File: config.mk
export PLATFORM = sky130hd
export DESIGN_NAME = lcsr_core
export DESIGN_NICKNAME = d
export VERILOG_FILES = /design/src/rtl/lcsr_pkg.sv /design/src/rtl/lcsr_decode.sv /design/src/rtl/lcsr_core.sv
export VERILOG_INCLUDE_DIRS = /design/src /design/src/rtl
export SDC_FILE = /design/constraint.sdc
export NUM_CORES = 1
export LEC_CHECK = 0
export BUFFER_PORTS_ARGS = -buffer_cell sky130_fd_sc_hd__buf_2
export CAP_MARGIN = 25
export CORE_AREA = 2 2 239 241
export DETAILED_ROUTE_END_ITERATION = 6
export DIE_AREA = 0 0 241 243
export PLACE_DENSITY = 0.6
export SETUP_SLACK_MARGIN = 0.05
export SLEW_MARGIN = 20
export SYNTH_ARGS = -nofsm -noshare
export SYNTH_HDL_FRONTEND = slang
export SYNTH_SLANG_ARGS = --single-unit
File: constraint.sdc
create_clock -name CORE_CLK -period 3.1 [get_ports CORE_CLK]
set_clock_uncertainty 0.2 [all_clocks]
set_input_delay 0.775 -clock CORE_CLK [delete_from_list [all_inputs] [get_ports CORE_CLK]]
set_output_delay 0.775 -clock CORE_CLK [all_outputs]
set_load 0.03 [all_outputs]
File: src/rtl/lcsr_defines.svh
// constants for the control and system register load decoder
`ifndef LCSR_DEFINES_SVH
`define LCSR_DEFINES_SVH
`define LCSR_STATUS_MASK     32'h700083F3
`define LCSR_FLOAT_CTL_MASK  32'h003FFFFF
`define LCSR_POST_INC        32'h00000004
`define LCSR_PC_STEP         32'h00000002
`define LCSR_GROUP_NIBBLE    4'h4
`define LCSR_T_BIT           0
`define LCSR_MODE_BIT        30
`define LCSR_BANK_BIT        29
`define LCSR_STATES_STATUS   3'h4
`define LCSR_STATES_GBASE    3'h3
`define LCSR_STATES_LINK     3'h2
`define LCSR_STATES_ONE      3'h1
`define LCSR_STATUS_RESET    32'h700000F0
`define LCSR_ZERO_WORD       32'h00000000
`endif

File: src/rtl/lcsr_pkg.sv
// types for the control and system register load decoder
package lcsr_pkg;
  typedef enum logic [3:0] {
    LCSR_TGT_NONE, LCSR_TGT_STATUS, LCSR_TGT_GBASE, LCSR_TGT_VBASE, LCSR_TGT_SSTAT,
    LCSR_TGT_SPC, LCSR_TGT_DBASE, LCSR_TGT_SHADOW, LCSR_TGT_FLOAT_XFER,
    LCSR_TGT_FLOAT_CTL, LCSR_TGT_ACC_HI, LCSR_TGT_ACC_LO, LCSR_TGT_LINK
  } lcsr_target_t;
  typedef enum logic [2:0] {
    LCSR_EXC_NONE, LCSR_EXC_ILLEGAL, LCSR_EXC_SLOT, LCSR_EXC_TLB_MISS,
    LCSR_EXC_TLB_PROT, LCSR_EXC_ADDR
  } lcsr_exc_t;
endpackage

File: src/rtl/lcsr_decode.sv
// opcode decoder for the control and system register loads
`timescale 1ns/10ps
`include "lcsr_defines.svh"
module lcsr_decode (
  input  wire logic [15:0]          opcode,    // instruction word
  output lcsr_pkg::lcsr_target_t    target,    // register loaded
  output logic                      is_mem,    // memory post-increment form
  output logic                      is_priv,   // privileged form
  output logic [2:0]                states,    // execution states
  output logic [2:0]                bank_idx   // shadow register index
);
  wire grp = opcode[15:12] == `LCSR_GROUP_NIBBLE;
  wire [7:0] lo = opcode[7:0];
  wire shadow_reg = grp && lo[7] && lo[3:0] == 4'hE;
  wire shadow_mem = grp && lo[7] && lo[3:0] == 4'h7;
  assign bank_idx = lo[6:4];
  always_comb begin
    target = lcsr_pkg::LCSR_TGT_NONE;
    is_mem = 1'b0;
    if (shadow_reg || shadow_mem) begin
      target = lcsr_pkg::LCSR_TGT_SHADOW;
      is_mem = shadow_mem;
    end else if (grp) begin
      unique case (lo)
        8'h0E: target = lcsr_pkg::LCSR_TGT_STATUS;
        8'h07: begin target = lcsr_pkg::LCSR_TGT_STATUS; is_mem = 1'b1; end
        8'h1E: target = lcsr_pkg::LCSR_TGT_GBASE;
        8'h17: begin target = lcsr_pkg::LCSR_TGT_GBASE; is_mem = 1'b1; end
        8'h2E: target = lcsr_pkg::LCSR_TGT_VBASE;
        8'h3E: target = lcsr_pkg::LCSR_TGT_SSTAT;
        8'h4E: target = lcsr_pkg::LCSR_TGT_SPC;
        8'h27: begin target = lcsr_pkg::LCSR_TGT_VBASE; is_mem = 1'b1; end
        8'h37: begin target = lcsr_pkg::LCSR_TGT_SSTAT; is_mem = 1'b1; end
        8'h47: begin target = lcsr_pkg::LCSR_TGT_SPC; is_mem = 1'b1; end
        8'hFA: target = lcsr_pkg::LCSR_TGT_DBASE;
        8'hF6: begin target = lcsr_pkg::LCSR_TGT_DBASE; is_mem = 1'b1; end
        8'h5A: target = lcsr_pkg::LCSR_TGT_FLOAT_XFER;
        8'h56: begin target = lcsr_pkg::LCSR_TGT_FLOAT_XFER; is_mem = 1'b1; end
        8'h6A: target = lcsr_pkg::LCSR_TGT_FLOAT_CTL;
        8'h66: begin target = lcsr_pkg::LCSR_TGT_FLOAT_CTL; is_mem = 1'b1; end
        8'h0A: target = lcsr_pkg::LCSR_TGT_ACC_HI;
        8'h1A: target = lcsr_pkg::LCSR_TGT_ACC_LO;
        8'h06: begin target = lcsr_pkg::LCSR_TGT_ACC_HI; is_mem = 1'b1; end
        8'h16: begin target = lcsr_pkg::LCSR_TGT_ACC_LO; is_mem = 1'b1; end
        8'h2A: target = lcsr_pkg::LCSR_TGT_LINK;
        8'h26: begin target = lcsr_pkg::LCSR_TGT_LINK; is_mem = 1'b1; end
        default: target = lcsr_pkg::LCSR_TGT_NONE;
      endcase
    end
  end
  // only control loads other than the global base are privileged
  assign is_priv = target == lcsr_pkg::LCSR_TGT_STATUS || target == lcsr_pkg::LCSR_TGT_VBASE
                || target == lcsr_pkg::LCSR_TGT_SSTAT || target == lcsr_pkg::LCSR_TGT_SPC
                || target == lcsr_pkg::LCSR_TGT_DBASE || target == lcsr_pkg::LCSR_TGT_SHADOW;
  assign states = target == lcsr_pkg::LCSR_TGT_STATUS ? `LCSR_STATES_STATUS :
                  target == lcsr_pkg::LCSR_TGT_GBASE  ? `LCSR_STATES_GBASE :
                  target == lcsr_pkg::LCSR_TGT_LINK   ? `LCSR_STATES_LINK : `LCSR_STATES_ONE;
endmodule // lcsr_decode

File: src/rtl/lcsr_core.sv
// executes the control and system register load instructions
//
// Behaviour
// - register to status word is masked by 700083F3, T taken from source bit 0, four states
// - memory to status word reads a longword, same mask, source plus four
// - global base pointer loads copy unmasked in three states, both forms
// - all control loads but global base are privileged; user mode is illegal
// - both global base pointer loads run in user mode without exception
// - shadow loads hit bank 0 when bank select is 1, bank 1 otherwise
// - shadow loads from register decode as 0100 mmmm 1nnn 1110, one state
// - shadow loads from memory decode as 0100 mmmm 1nnn 0111, post-increment
// - debug base pointer loads, register and memory, one state, unmasked
// - vector base, saved status, saved pc register loads, one state
// - vector base, saved status, saved pc memory loads with post-increment
// - control loads but global base can raise slot illegal; memory forms TLB and address errors
// - float transfer word loads unmasked, register or memory, one state
// - float control register load keeps bits of mask 003FFFFF, rest zero
// - float control memory load applies the same mask, source plus four
// - accumulator high and low register loads copy full word, one state
// - accumulator high and low memory loads with post-increment
// - return link loads take two states, register or memory
// - float system memory loads can raise TLB miss, protection, address error
`timescale 1ns/10ps
`include "lcsr_defines.svh"
module lcsr_core (
  input  wire logic        CORE_CLK,        // core clock
  input  wire logic        RST,             // synchronous reset, active high
  input  wire logic        CLK_EN,          // clock enable, freezes state when low
  input  wire logic        ISSUE_VALID,     // instruction offered
  output logic             ISSUE_READY,     // decoder can take an instruction
  input  wire logic [15:0] OPCODE,          // instruction word
  input  wire logic        IN_DELAY_SLOT,   // instruction sits in a delay slot
  input  wire logic [31:0] SRC_GENERAL_REG, // value of the source general register
  output logic [3:0]       SRC_INDEX,       // index of the source general register
  output logic             MEM_REQ,         // longword read request
  output logic [31:0]      MEM_ADDR,        // read address
  input  wire logic        MEM_ACK,         // read done
  input  wire logic [31:0] MEM_RDATA,       // read data
  input  wire logic        MEM_TLB_MISS,    // data tlb miss on read
  input  wire logic        MEM_TLB_PROT,    // data protection violation on read
  output logic             RM_WE,           // write back incremented source
  output logic [31:0]      RM_WDATA,        // incremented source value
  output logic             SHADOW_WE,       // shadow register write
  output logic [2:0]       SHADOW_IDX,      // shadow register index
  output logic             SHADOW_BANK,     // bank written
  output logic [31:0]      SHADOW_WDATA,    // shadow register data
  output logic [31:0]      STATUS_WORD,     // status word
  output logic [31:0]      GLOBAL_BASE,     // global base pointer
  output logic [31:0]      VECTOR_BASE,     // vector base pointer
  output logic [31:0]      SAVED_STATUS,    // saved status copy
  output logic [31:0]      SAVED_PC,        // saved program counter
  output logic [31:0]      DEBUG_BASE,      // debug base pointer
  output logic [31:0]      FLOAT_XFER,      // float transfer word
  output logic [31:0]      FLOAT_CTL,       // float status and control
  output logic [31:0]      ACCUM_HIGH,      // accumulator high word
  output logic [31:0]      ACCUM_LOW,       // accumulator low word
  output logic [31:0]      RETURN_LINK,     // subroutine return link
  input  wire logic [31:0] PC_IN,           // current program counter
  output logic             PC_WE,           // program counter advance
  output logic [31:0]      PC_NEXT,         // next program counter
  output logic             DONE,            // instruction retired, one cycle
  output logic             EXC_VALID,       // exception raised, one cycle
  output lcsr_pkg::lcsr_exc_t EXC_CODE      // exception kind
);
  typedef enum logic [1:0] { LCSR_S_IDLE, LCSR_S_MEM, LCSR_S_EXEC } lcsr_state_t;
  lcsr_state_t state_reg;
  lcsr_pkg::lcsr_target_t dec_target, target_reg;
  logic        dec_mem, dec_priv;
  logic [2:0]  dec_states, dec_bank, bank_reg, cnt_reg;
  logic [31:0] value_reg, src_reg;
  logic        mem_reg;
  lcsr_decode u_decode (
    .opcode   (OPCODE),
    .target   (dec_target),
    .is_mem   (dec_mem),
    .is_priv  (dec_priv),
    .states   (dec_states),
    .bank_idx (dec_bank)
  );
  wire user_mode  = ~STATUS_WORD[`LCSR_MODE_BIT];
  wire take       = CLK_EN && state_reg == LCSR_S_IDLE && ISSUE_VALID;
  wire known      = dec_target != lcsr_pkg::LCSR_TGT_NONE;
  wire illegal    = dec_priv && user_mode;
  wire slot_bad   = dec_priv && IN_DELAY_SLOT;
  wire addr_bad   = dec_mem && SRC_GENERAL_REG[1:0] != 2'b00;
  wire start_ok   = take && known && !illegal && !slot_bad && !addr_bad;
  wire mem_done   = CLK_EN && state_reg == LCSR_S_MEM && MEM_ACK;
  wire mem_fault  = mem_done && (MEM_TLB_MISS || MEM_TLB_PROT);
  wire finish     = CLK_EN && state_reg == LCSR_S_EXEC && cnt_reg == 3'h1;
  wire [31:0] src_inc = src_reg + `LCSR_POST_INC;
  assign ISSUE_READY = state_reg == LCSR_S_IDLE;
  assign SRC_INDEX   = OPCODE[11:8];
  assign MEM_REQ     = state_reg == LCSR_S_MEM;
  assign MEM_ADDR    = src_reg;
  // load value steered to its register on the final state
  wire [31:0] status_new = value_reg & `LCSR_STATUS_MASK;
  wire [31:0] fctl_new   = value_reg & `LCSR_FLOAT_CTL_MASK;
  wire wr = finish;
  always_ff @(posedge CORE_CLK) begin
    if (RST) begin
      state_reg  <= LCSR_S_IDLE;
      target_reg <= lcsr_pkg::LCSR_TGT_NONE;
      bank_reg   <= 3'h0;
      cnt_reg    <= 3'h0;
      value_reg  <= `LCSR_ZERO_WORD;
      src_reg    <= `LCSR_ZERO_WORD;
      mem_reg    <= 1'b0;
    end else if (CLK_EN) begin
      unique case (state_reg)
        LCSR_S_IDLE: if (start_ok) begin
          target_reg <= dec_target;
          bank_reg   <= dec_bank;
          cnt_reg    <= dec_states;
          src_reg    <= SRC_GENERAL_REG;
          value_reg  <= SRC_GENERAL_REG;
          mem_reg    <= dec_mem;
          state_reg  <= dec_mem ? LCSR_S_MEM : LCSR_S_EXEC;
        end
        LCSR_S_MEM: if (MEM_ACK) begin
          value_reg <= MEM_RDATA;
          state_reg <= mem_fault ? LCSR_S_IDLE : LCSR_S_EXEC;
        end
        LCSR_S_EXEC: begin
          cnt_reg <= cnt_reg - 3'h1;
          if (cnt_reg == 3'h1) state_reg <= LCSR_S_IDLE;
        end
        default: state_reg <= LCSR_S_IDLE;
      endcase
    end
  end
  always_ff @(posedge CORE_CLK) begin
    if (RST) begin
      STATUS_WORD  <= `LCSR_STATUS_RESET;
      GLOBAL_BASE  <= `LCSR_ZERO_WORD;
      VECTOR_BASE  <= `LCSR_ZERO_WORD;
      SAVED_STATUS <= `LCSR_ZERO_WORD;
      SAVED_PC     <= `LCSR_ZERO_WORD;
      DEBUG_BASE   <= `LCSR_ZERO_WORD;
      FLOAT_XFER   <= `LCSR_ZERO_WORD;
      FLOAT_CTL    <= `LCSR_ZERO_WORD;
      ACCUM_HIGH   <= `LCSR_ZERO_WORD;
      ACCUM_LOW    <= `LCSR_ZERO_WORD;
      RETURN_LINK  <= `LCSR_ZERO_WORD;
    end else if (CLK_EN && wr) begin
      unique case (target_reg)
        lcsr_pkg::LCSR_TGT_STATUS:     STATUS_WORD  <= status_new;
        lcsr_pkg::LCSR_TGT_GBASE:      GLOBAL_BASE  <= value_reg;
        lcsr_pkg::LCSR_TGT_VBASE:      VECTOR_BASE  <= value_reg;
        lcsr_pkg::LCSR_TGT_SSTAT:      SAVED_STATUS <= value_reg;
        lcsr_pkg::LCSR_TGT_SPC:        SAVED_PC     <= value_reg;
        lcsr_pkg::LCSR_TGT_DBASE:      DEBUG_BASE   <= value_reg;
        lcsr_pkg::LCSR_TGT_FLOAT_XFER: FLOAT_XFER   <= value_reg;
        lcsr_pkg::LCSR_TGT_FLOAT_CTL:  FLOAT_CTL    <= fctl_new;
        lcsr_pkg::LCSR_TGT_ACC_HI:     ACCUM_HIGH   <= value_reg;
        lcsr_pkg::LCSR_TGT_ACC_LO:     ACCUM_LOW    <= value_reg;
        lcsr_pkg::LCSR_TGT_LINK:       RETURN_LINK  <= value_reg;
        default: ;
      endcase
    end
  end
  // shadow write uses the bank opposite the selected one
  assign SHADOW_WE    = wr && target_reg == lcsr_pkg::LCSR_TGT_SHADOW;
  assign SHADOW_IDX   = bank_reg;
  assign SHADOW_BANK  = ~STATUS_WORD[`LCSR_BANK_BIT];
  assign SHADOW_WDATA = value_reg;
  assign RM_WE        = wr && mem_reg;
  assign RM_WDATA     = src_inc;
  assign PC_WE        = wr;
  assign PC_NEXT      = PC_IN + `LCSR_PC_STEP;
  assign DONE         = wr;
  always_comb begin
    EXC_VALID = 1'b0;
    EXC_CODE  = lcsr_pkg::LCSR_EXC_NONE;
    if (take && known && illegal) begin
      EXC_VALID = 1'b1;
      EXC_CODE  = IN_DELAY_SLOT ? lcsr_pkg::LCSR_EXC_SLOT : lcsr_pkg::LCSR_EXC_ILLEGAL;
    end else if (take && known && slot_bad) begin
      EXC_VALID = 1'b1;
      EXC_CODE  = lcsr_pkg::LCSR_EXC_SLOT;
    end else if (take && known && addr_bad) begin
      EXC_VALID = 1'b1;
      EXC_CODE  = lcsr_pkg::LCSR_EXC_ADDR;
    end else if (mem_fault) begin
      EXC_VALID = 1'b1;
      EXC_CODE  = MEM_TLB_MISS ? lcsr_pkg::LCSR_EXC_TLB_MISS : lcsr_pkg::LCSR_EXC_TLB_PROT;
    end
  end
endmodule // lcsr_core

Word-level counts from Yosys, hierarchy flattened
Index checks and enable logic that the tools add are counted.
{"block": "word_totals", "output_inout_bits": 498, "ff_bits": 399, "inputBits": 120}
{"block": "op_classes", "bitwise": 2, "n_eq_ne": 51, "reduce_logical": 65, "n_addsub": 3, "n_mux": 30}
{"operator": "$mux W32", "count": 2}
{"operator": "$pmux W32 S2", "count": 1}
{"operator": "$eq A8 B6 Y1 const B", "count": 6}
{"operator": "$eq A8 B7 Y1 const B", "count": 6}
{"operator": "$pmux W4 S11", "count": 1}
{"operator": "$eq A4 B3 Y1 const B", "count": 10}
{"operator": "$add A32 B2 Y32 const B", "count": 1}
{"operator": "$add A32 B3 Y32 const B", "count": 1}
{"operator": "$eq A8 B5 Y1 const B", "count": 4}
{"operator": "$eq A4 B4 Y1 const B", "count": 7}
{"operator": "$mux W3", "count": 8}
{"operator": "$logic_and A1 B1 Y1", "count": 23}
{"operator": "$reduce_and A2 Y1", "count": 11}
{"operator": "$reduce_or A2 Y1", "count": 11}
{"operator": "$eq A4 B2 Y1 const B", "count": 4}
{"operator": "$eq A8 B3 Y1 const B", "count": 2}
{"operator": "$eq A8 B4 Y1 const B", "count": 2}
{"operator": "$eq A8 B8 Y1 const B", "count": 2}
{"operator": "$mux W2", "count": 7}
{"operator": "$reduce_or A11 Y1", "count": 1}
{"operator": "$eq A4 B1 Y1 const B", "count": 2}
{"operator": "$mux W4", "count": 2}
{"operator": "$reduce_and A4 Y1", "count": 2}
{"operator": "$logic_or A1 B1 Y1", "count": 7}
{"operator": "other kinds (14)", "count": 28}

Logic depth before layout (Yosys ltp)
Gate-level depths: netlist (run 1).
{"block": "depth", "ltp_word": 18, "mapped_depth": 11, "depth_no_buf": 9}

Cells and area by module
Synthesis (run 1) repeated with hierarchy kept, for this count alone.
{"block": "unflattened", "hier_cells": 1802, "hier_area_um2": 17068.9}
{"mod": "lcsr_core", "n_inst": 1, "cells_per_inst": 1730, "area_per_inst_um2": 16584.7, "seq_area_each_um2": 7987.7}
{"mod": "lcsr_decode", "n_inst": 1, "cells_per_inst": 72, "area_per_inst_um2": 484.2, "seq_area_each_um2": 0.0}

Worst setup path after synthesis (run 1)
OpenSTA, ideal clock, no wires.
{"block": "synth_timing", "path_kind": "input to output", "from": "in OPCODE[3]", "to": "out EXC_CODE[1]", "path_slack_ns": -0.529, "stages": 7, "required_time_ns": 2.125, "t_arrival_ns": 2.654, "path_buffers": 1, "cell_sequence": "xnor2_1 and3b_1 clkbuf_1 a31o_1 a221o_1 o21a_1 a32oi_1"}
{"block": "synth_via", "elab_chain_len": 15, "elab_cells_between_ends": 67, "cone_classes": "eq/ne: 30; mux: 9; reduce/logical: 28"}
{"element": "start, declared", "line": "lcsr_core.sv:31", "text": "input wire logic [15:0] OPCODE,"}
{"element": "$eq A8 B6 Y1, or another cell as far along", "line": "lcsr_decode.sv:24", "text": "unique case (lo)"}
{"element": "$reduce_or A2 Y1 (no source line)"}
{"element": "$pmux W4 S11", "line": "lcsr_decode.sv:24"}
{"element": "$mux W4", "line": "lcsr_decode.sv:23", "text": "end else if (grp) begin"}
{"element": "$mux W4", "line": "lcsr_decode.sv:20", "text": "if (shadow_reg || shadow_mem) begin"}
{"element": "$eq A4 B1 Y1 / $eq A4 B2 Y1 (equally long branches)", "line": "lcsr_decode.sv:52", "text": "assign is_priv = target == lcsr_pkg::LCSR_TGT_STATUS || target == lcsr_pkg::LCSR_TGT_VBASE"}
{"element": "$logic_or A1 B1 Y1", "line": "lcsr_decode.sv:52"}
{"element": "$logic_or A1 B1 Y1 (2 in a row)", "line": "lcsr_decode.sv:53", "text": "|| target == lcsr_pkg::LCSR_TGT_SSTAT || target == lcsr_pkg::LCSR_TGT_SPC"}
{"element": "$logic_or A1 B1 Y1 (2 in a row)", "line": "lcsr_decode.sv:54", "text": "|| target == lcsr_pkg::LCSR_TGT_DBASE || target == lcsr_pkg::LCSR_TGT_SHADOW;"}
{"element": "$logic_and A1 B1 Y1", "line": "lcsr_core.sv:84", "text": "wire slot_bad = dec_priv && IN_DELAY_SLOT;"}
{"element": "$logic_and A1 B1 Y1", "line": "lcsr_core.sv:177", "text": "end else if (take && known && slot_bad) begin"}
{"element": "$mux W3", "line": "lcsr_core.sv:177"}
{"element": "$mux W3 (*)", "line": "lcsr_core.sv:174", "text": "if (take && known && illegal) begin"}
{"element": "end, declared", "line": "lcsr_core.sv:63", "text": "output lcsr_pkg::lcsr_exc_t EXC_CODE"}
Every way passes the cells marked *; elsewhere a longest branch is shown, timed or not.

Worst setup path after layout (run 1)
{"block": "layout_timing", "from": "reg src_reg[2], in the netlist MEM_ADDR[2]", "to": "out RM_WDATA[29]"}
{"block": "layout_via", "elab_chain_len": 1}
{"element": "start, declared", "line": "lcsr_core.sv:70", "text": "logic [31:0] value_reg, src_reg;"}
{"element": "start signal, assigned", "line": "lcsr_core.sv:106", "text": "src_reg <= `LCSR_ZERO_WORD;"}
{"element": "$add A32 B3 Y32 (no source line)"}
{"element": "end, declared", "line": "lcsr_core.sv:42", "text": "output logic [31:0] RM_WDATA,"}
Every way passes these cells.

==> results_dict.tcl, run 1 <==
set metrics [dict create \
    status "finished, violations left" \
    violations "setup timing" \
    nets 2900 \
    synth_top_cell_area_share_pct 48.4 \
    synth_top_family_by_area "simple AND/OR/NAND/NOR gates" \
    num_rows 87 \
    vias_per_cell 4.87 \
    fin_tns_setup_ps -6450 \
    htreeDepth 2 \
    layout-drive-gt1-share_pct 35.1 \
    syn_to_final_growth_pct 45.3 \
    synth_ff_type "dfxtp_1" \
    hold_path_end "MEM_ADDR[6]" \
    clock-sinks 399 \
    synth_largest_area_cell "dfxtp_1" \
    synthMuxAreaShare_pct 2.00 \
    synth_xor_area_share_pct 3.13 \
    synth_cells 2129 \
    drt-pass1-iter-count 5 \
    rr_startpoint "state_reg[0]" \
    grt_setup_unrepaired "yes" \
    min_period_ps 3510 \
    cts_buffer_depth 3 \
    synth_area_per_cell_sq_um 7.75 \
    worstSetupStartpointType "flop" \
    yosysWarningCount 0 \
    yosysSeqAreaShare_pct 48.4 \
    synth-compound-area-share_pct 17.4 \
    drv_slew 0 \
    path_max_fanout 3 \
    worst_pin_slew_ps 665 \
    dr_total_vias 17400 \
    yosys_register_bits 399 \
    ys_top_cells_by_area "dfxtp_1, nand2_1, a21oi_1" \
    cts-hold-fix-buffers 0 \
    hp-class "primary input to flop" \
    r2r_end "STATUS_WORD[6]" \
    path_class "flop to output pin" \
    syn_area_sq_um 16500 \
    die_h_microns 243 \
    grt_max_degree 92 \
    die_w_microns 241 \
    cts_made_buffers 44 \
    required_ps 2120 \
    synth_edf_count 0 \
    worstSetupEndpointType "output pin" \
    grt_pass1_vias 16600 \
    power.density_nw_per_um2 470 \
    drtAntennaViolNets 0 \
    insertion_delay_ps 580 \
    antenna_found_initial 3 \
    numPortBuffers 577 \
    start_util_pct 29.5 \
    clock-root-buffer "clkbuf_16" \
    whs_path_depth 3 \
    maxCapViolCount 0 \
    ff2ff_path_depth 9 \
    p_leak_nw 10.1 \
    synth-simple-area-share_pct 22.1 \
    total_power_mw 11.3 \
    setup_violations 25 \
    grt_pass1_wl_mm 104 \
    synth.distinct_cells 58 \
    place_congestion 0.967 \
    dr.first_iter.drc_count 1022 \
    cp-startpoint "MEM_ADDR[2]" \
    ir_worst_vdd_v 0.000303 \
    period_share_pct 113 \
    wl_mm 72.5 \
    r2r_setup_slack_ps 690 \
    track_usage_pct 23.5 \
    clk_pin_slew_worst_paths_ps 60 \
    hold_start "SRC_GENERAL_REG[6]" \
    coreArea_sq_um 56000 \
    grt_overflow 0 \
    drc 0 \
    slew_headroom_pct 55.6 \
    synthAdderAreaFrac_pct 0.304 \
    fin_ws_ps -409 \
    post-dp-hpwl_mm 51.8 \
    crit_arrival_ps 2530 \
    cts_tree "done" \
    hold_viol 0 \
    async_flop_share_pct 0 \
    max_freq_mhz 285 \
    design.die.area_sq_um 58600 \
    wire_per_inst_microns 20.3 \
    io_pins 618 \
]
## worst max path at each step
stage | to | slack, ps | cells after the start
2_1_floorplan | EXC_CODE[2] | -270 | 7
3_3_place_gp | EXC_CODE[0] | -510 | 9
3_5_place_dp | EXC_CODE[0] | -530 | 9
4_1_cts | RM_WDATA[31] | -480 | 9
5_1_grt | RM_WDATA[29] | -510 | 10
6_report | RM_WDATA[29] | -410 | 10
## synth_stat cells, types with 5 or more instances
library cell and n:
a211oi_1 66, a21oi_1 362, and3_1 13, and4_1 5, buf_1 5, buf_2 7, buf_4 38, clkbuf_1 170
dfxtp_1 399, inv_1 17, mux2i_1 33, nand2_1 684, nand2b_1 6, nand3_1 69, nand3b_1 8, nand4_1 14
nor2_1 44, nor2b_1 5, nor3_1 12, o21ai_0 42, xnor2_1 38, xor2_1 21
## per-stage QoR
step	utilization [%]	hold WS, ps	std cells	instance area, sq um	setup slack [ps]
3_5_place_dp	38.3	243	3463	21500	-531
4_1_cts	42.2	216	3554	23600	-477
6_report	42.8	251	3570	24000	-409
3_3_place_gp	38.3	239	3463	21500	-509
2_1_floorplan	-	249	2158	16900	-271
5_1_grt	42.8	242	3569	24000	-513
## worst max-delay path, stage by stage (launching register included)
cell and delay [ps]:
dfxtp_4 360, buf_6 90, and4_1 180, nand4_1 150, or3_4 400, nor2_4 100
buf_6 130, nand2_4 60, nor2_4 120, xor2_2 200, buf_6 160
## what timing repair did
| action | CTS | global route |
|---|---|---|
| pin swaps | 44 | 36 |
| gates resized for setup | 141 | 52 |
| endpoints found under the setup margin | 40 | 52 |
| setup buffers | 11 | 15 |
## area by class of cell
cell class	instances	area, sq um
clock buffer	63	1280
clock inverter	18	264
timing repair buffer	796	5110
tap	756	946
fill	5647	32000
antenna	3	7.51
multi-input combinational	1518	8280
sequential	399	8000
inverter	17	63.8
## report_power, final
part,total [mW],internal (mW),switching (mW)
clock,5.52,3.25,2.27
combinational,0.609,0.229,0.380
sequential,5.13,5.13,0.00264
total,11.3,8.61,2.65
## layout by cell type (no fill, tap or decap), types with 6 or more instances in the layout
cell type / synthesis / final
nand2_1: 684 / 674
buf_2: 7 / 522
dfxtp_1: 399 / 390
a21oi_1: 362 / 361
buf_4: 38 / 204
a211oi_1: 66 / 65
nand3_1: 69 / 58
buf_6: 4 / 46
clkbuf_16: 0 / 44
o21ai_0: 42 / 41
mux2i_1: 33 / 33
conb_1: 1 / 30
nor2_1: 44 / 23
xnor2_1: 38 / 22
buf_12: 0 / 18
inv_1: 17 / 17
nor2_4: 0 / 15
nand4_1: 14 / 14
xor2_1: 21 / 14
clkbuf_8: 0 / 11
nand3_4: 0 / 9
xnor2_2: 0 / 9
and3_1: 13 / 8
nand3b_1: 8 / 8
clkbuf_1: 170 / 8
dfxtp_2: 0 / 7
xor2_2: 0 / 7
xnor2_4: 0 / 7
clkinv_2: 0 / 7
nor2_2: 0 / 6
buf_8: 0 / 6
## cells by family after synthesis
logic type	count (synthesis)
simple gates	884
compound gates	508
xor+xnor	59
flops	399
mux	33
fa+ha+maj	4
buf+inv	241
other cells	1
## metal layers
layer	part of all wire [%]	track usage (%)
met1	40	27.9
met2	49	40.6
met3	7.7	5.38
met4	3.9	9.13
met5	0	0
No activity file was read; power rests on OpenSTA's default activity.
==> run 2: changes to the inputs <==
--- a/config.mk
+++ b/config.mk
@@ -11,7 +11,7 @@
 export CORE_AREA = 2 2 239 241
 export DETAILED_ROUTE_END_ITERATION = 6
 export DIE_AREA = 0 0 241 243
-export PLACE_DENSITY = 0.6
+export PLACE_DENSITY = 0.59
 export SETUP_SLACK_MARGIN = 0.05
 export SLEW_MARGIN = 20
 export SYNTH_ARGS = -nofsm -noshare
==> constraint.sdc (replaced) <==
create_clock -name CORE_CLK -period 3.3 [get_ports CORE_CLK]
set_clock_uncertainty 0.2 [all_clocks]
set_input_delay 0.825 -clock CORE_CLK [delete_from_list [all_inputs] [get_ports CORE_CLK]]
set_output_delay 0.825 -clock CORE_CLK [all_outputs]
set_load 0.03 [all_outputs]
==> results_dict.tcl, run 2 (same netlist as run 1, synthesis figures left out) <==
set metrics [dict create \
    worstSetupStartpointType "flop" \
    period_share_pct 106 \
    post-dp-hpwl_mm 50.2 \
    coreArea_sq_um 56000 \
    drc 0 \
    insertion_delay_ps 580 \
    hold_viol 0 \
    dr.first_iter.drc_count 1132 \
    max_freq_mhz 286 \
    clk_pin_slew_worst_paths_ps 60 \
    total_power_mw 10.2 \
    dr_total_vias 17200 \
    fin_tns_setup_ps -2060 \
    drv_slew 0 \
    drt-pass1-iter-count 7 \
    num_rows 87 \
    hp-class "flop to flop" \
    worst_pin_slew_ps 724 \
    whs_path_depth 2 \
    io_pins 618 \
    final_area_sq_um 23200 \
    slew_headroom_pct 51.7 \
    syn_to_final_growth_pct 40.6 \
    nets 2856 \
    cts_buffer_depth 3 \
    hold_start "GLOBAL_BASE[30]" \
    power.density_nw_per_um2 438 \
    fin_util_pct 41.4 \
    path_class "flop to output pin" \
    cts-hold-fix-buffers 0 \
    violations "setup timing" \
    crit_arrival_ps 2470 \
    grt_setup_unrepaired "yes" \
    grt_pass1_wl_mm 103 \
    die_h_microns 243 \
    drtAntennaViolNets 0 \
    numPortBuffers 577 \
    wl_mm 71.1 \
    fin_ws_ps -199 \
    design.die.area_sq_um 58600 \
    min_period_ps 3500 \
    layout-drive-gt1-share_pct 33.7 \
    maxCapViolCount 0 \
    ff2ff_path_depth 10 \
    ir_worst_vdd_v 0.000319 \
    grt_overflow 0 \
    rr_startpoint "state_reg[0]" \
    wire_per_inst_microns 20.2 \
    setup_violations 17 \
    vias_per_cell 4.89 \
    required_ps 2270 \
    p_leak_nw 9.71 \
    r2r_end "SAVED_STATUS[10]" \
    most-common-layout-cells "nand2_1, buf_2, dfxtp_1" \
    hold_path_end "GLOBAL_BASE[30]" \
    antenna_found_initial 1 \
    worstSetupEndpointType "output pin" \
    track_usage_pct 23.0 \
    grt_max_degree 79 \
    htreeDepth 2 \
    status "finished, violations left" \
    r2r_setup_slack_ps 620 \
    path_max_fanout 4 \
    layout_commonest_cell "nand2_1" \
    cts_made_buffers 44 \
    cts_tree "done" \
    grt_pass1_vias 16400 \
    place_congestion 0.936 \
    placement.cell_area_sq_um 21100 \
    die_w_microns 241 \
    clock-sinks 399 \
    start_util_pct 29.5 \
    clock-root-buffer "clkbuf_16" \
]
run 2: worst max path at each step:
stage | start | to | slack (ps) | cells past startpoint
after floorplan | OPCODE[13] | EXC_CODE[2] | -170 | 7
after global placement | OPCODE[3] | EXC_VALID | -380 | 11
final | MEM_ADDR[2] | RM_WDATA[28] | -200 | 8
after detailed placement | OPCODE[3] | EXC_VALID | -410 | 10
after CTS | MEM_ADDR[2] | RM_WDATA[28] | -240 | 8
after global routing | MEM_ADDR[2] | RM_WDATA[26] | -300 | 8
run 2: worst max-delay path, stage by stage, from the launching register on:
cell and delay (ps):
dfxtp_4 370, ha_4 130, and3_4 170, nand4_1 130, or3_4 420, nor2_4 180
nand3_2 150, xnor2_4 160, buf_4 170
run 2: per-stage QoR:
| stage | instances | hold slack, ps | setup WS (ps) |
|---|---|---|---|
| global placement | 3428 | 240 | -378 |
| finish | 3523 | 250 | -199 |
| detailed placement | 3428 | 243 | -407 |
| CTS | 3516 | 251 | -241 |
| global route | 3522 | 265 | -296 |
| floorplan | 2158 | 249 | -171 |
run 2: area by class of cell:
| type | instances | area, sq um |
|---|---|---|
| fill | 5773 | 32800 |
| timing repair buffer | 752 | 4620 |
| sequential | 399 | 8000 |
| clock inverter | 13 | 101 |
| multi-input combinational | 1518 | 8140 |
| clock buffer | 67 | 1310 |
| inverter | 17 | 63.8 |
| tap | 756 | 946 |
| antenna | 1 | 2.50 |
run 2: power breakdown:
| group | total (mW) | switching, mW | internal, mW |
|---|---|---|---|
| combinational | 0.529 | 0.345 | 0.184 |
| clock | 4.81 | 2.06 | 2.75 |
| sequential | 4.82 | 0.00356 | 4.82 |
run 2: timing repair:
item | CTS | global route
cloned | 0 | 0
endpoints found under the setup margin | 28 | 34
gates resized for setup | 95 | 58
pin swaps | 25 | 22
buffers inserted | 10 | 6
run 2: per-layer routing:
metal | wire length, microns | part of all wire (%) | GRT usage, %
met5 | 11 | 0.015 | 0
met4 | 1770 | 2.5 | 6.63
met3 | 5290 | 7.4 | 5.07
met2 | 34700 | 49 | 39.6
met1 | 29400 | 41 | 28.6
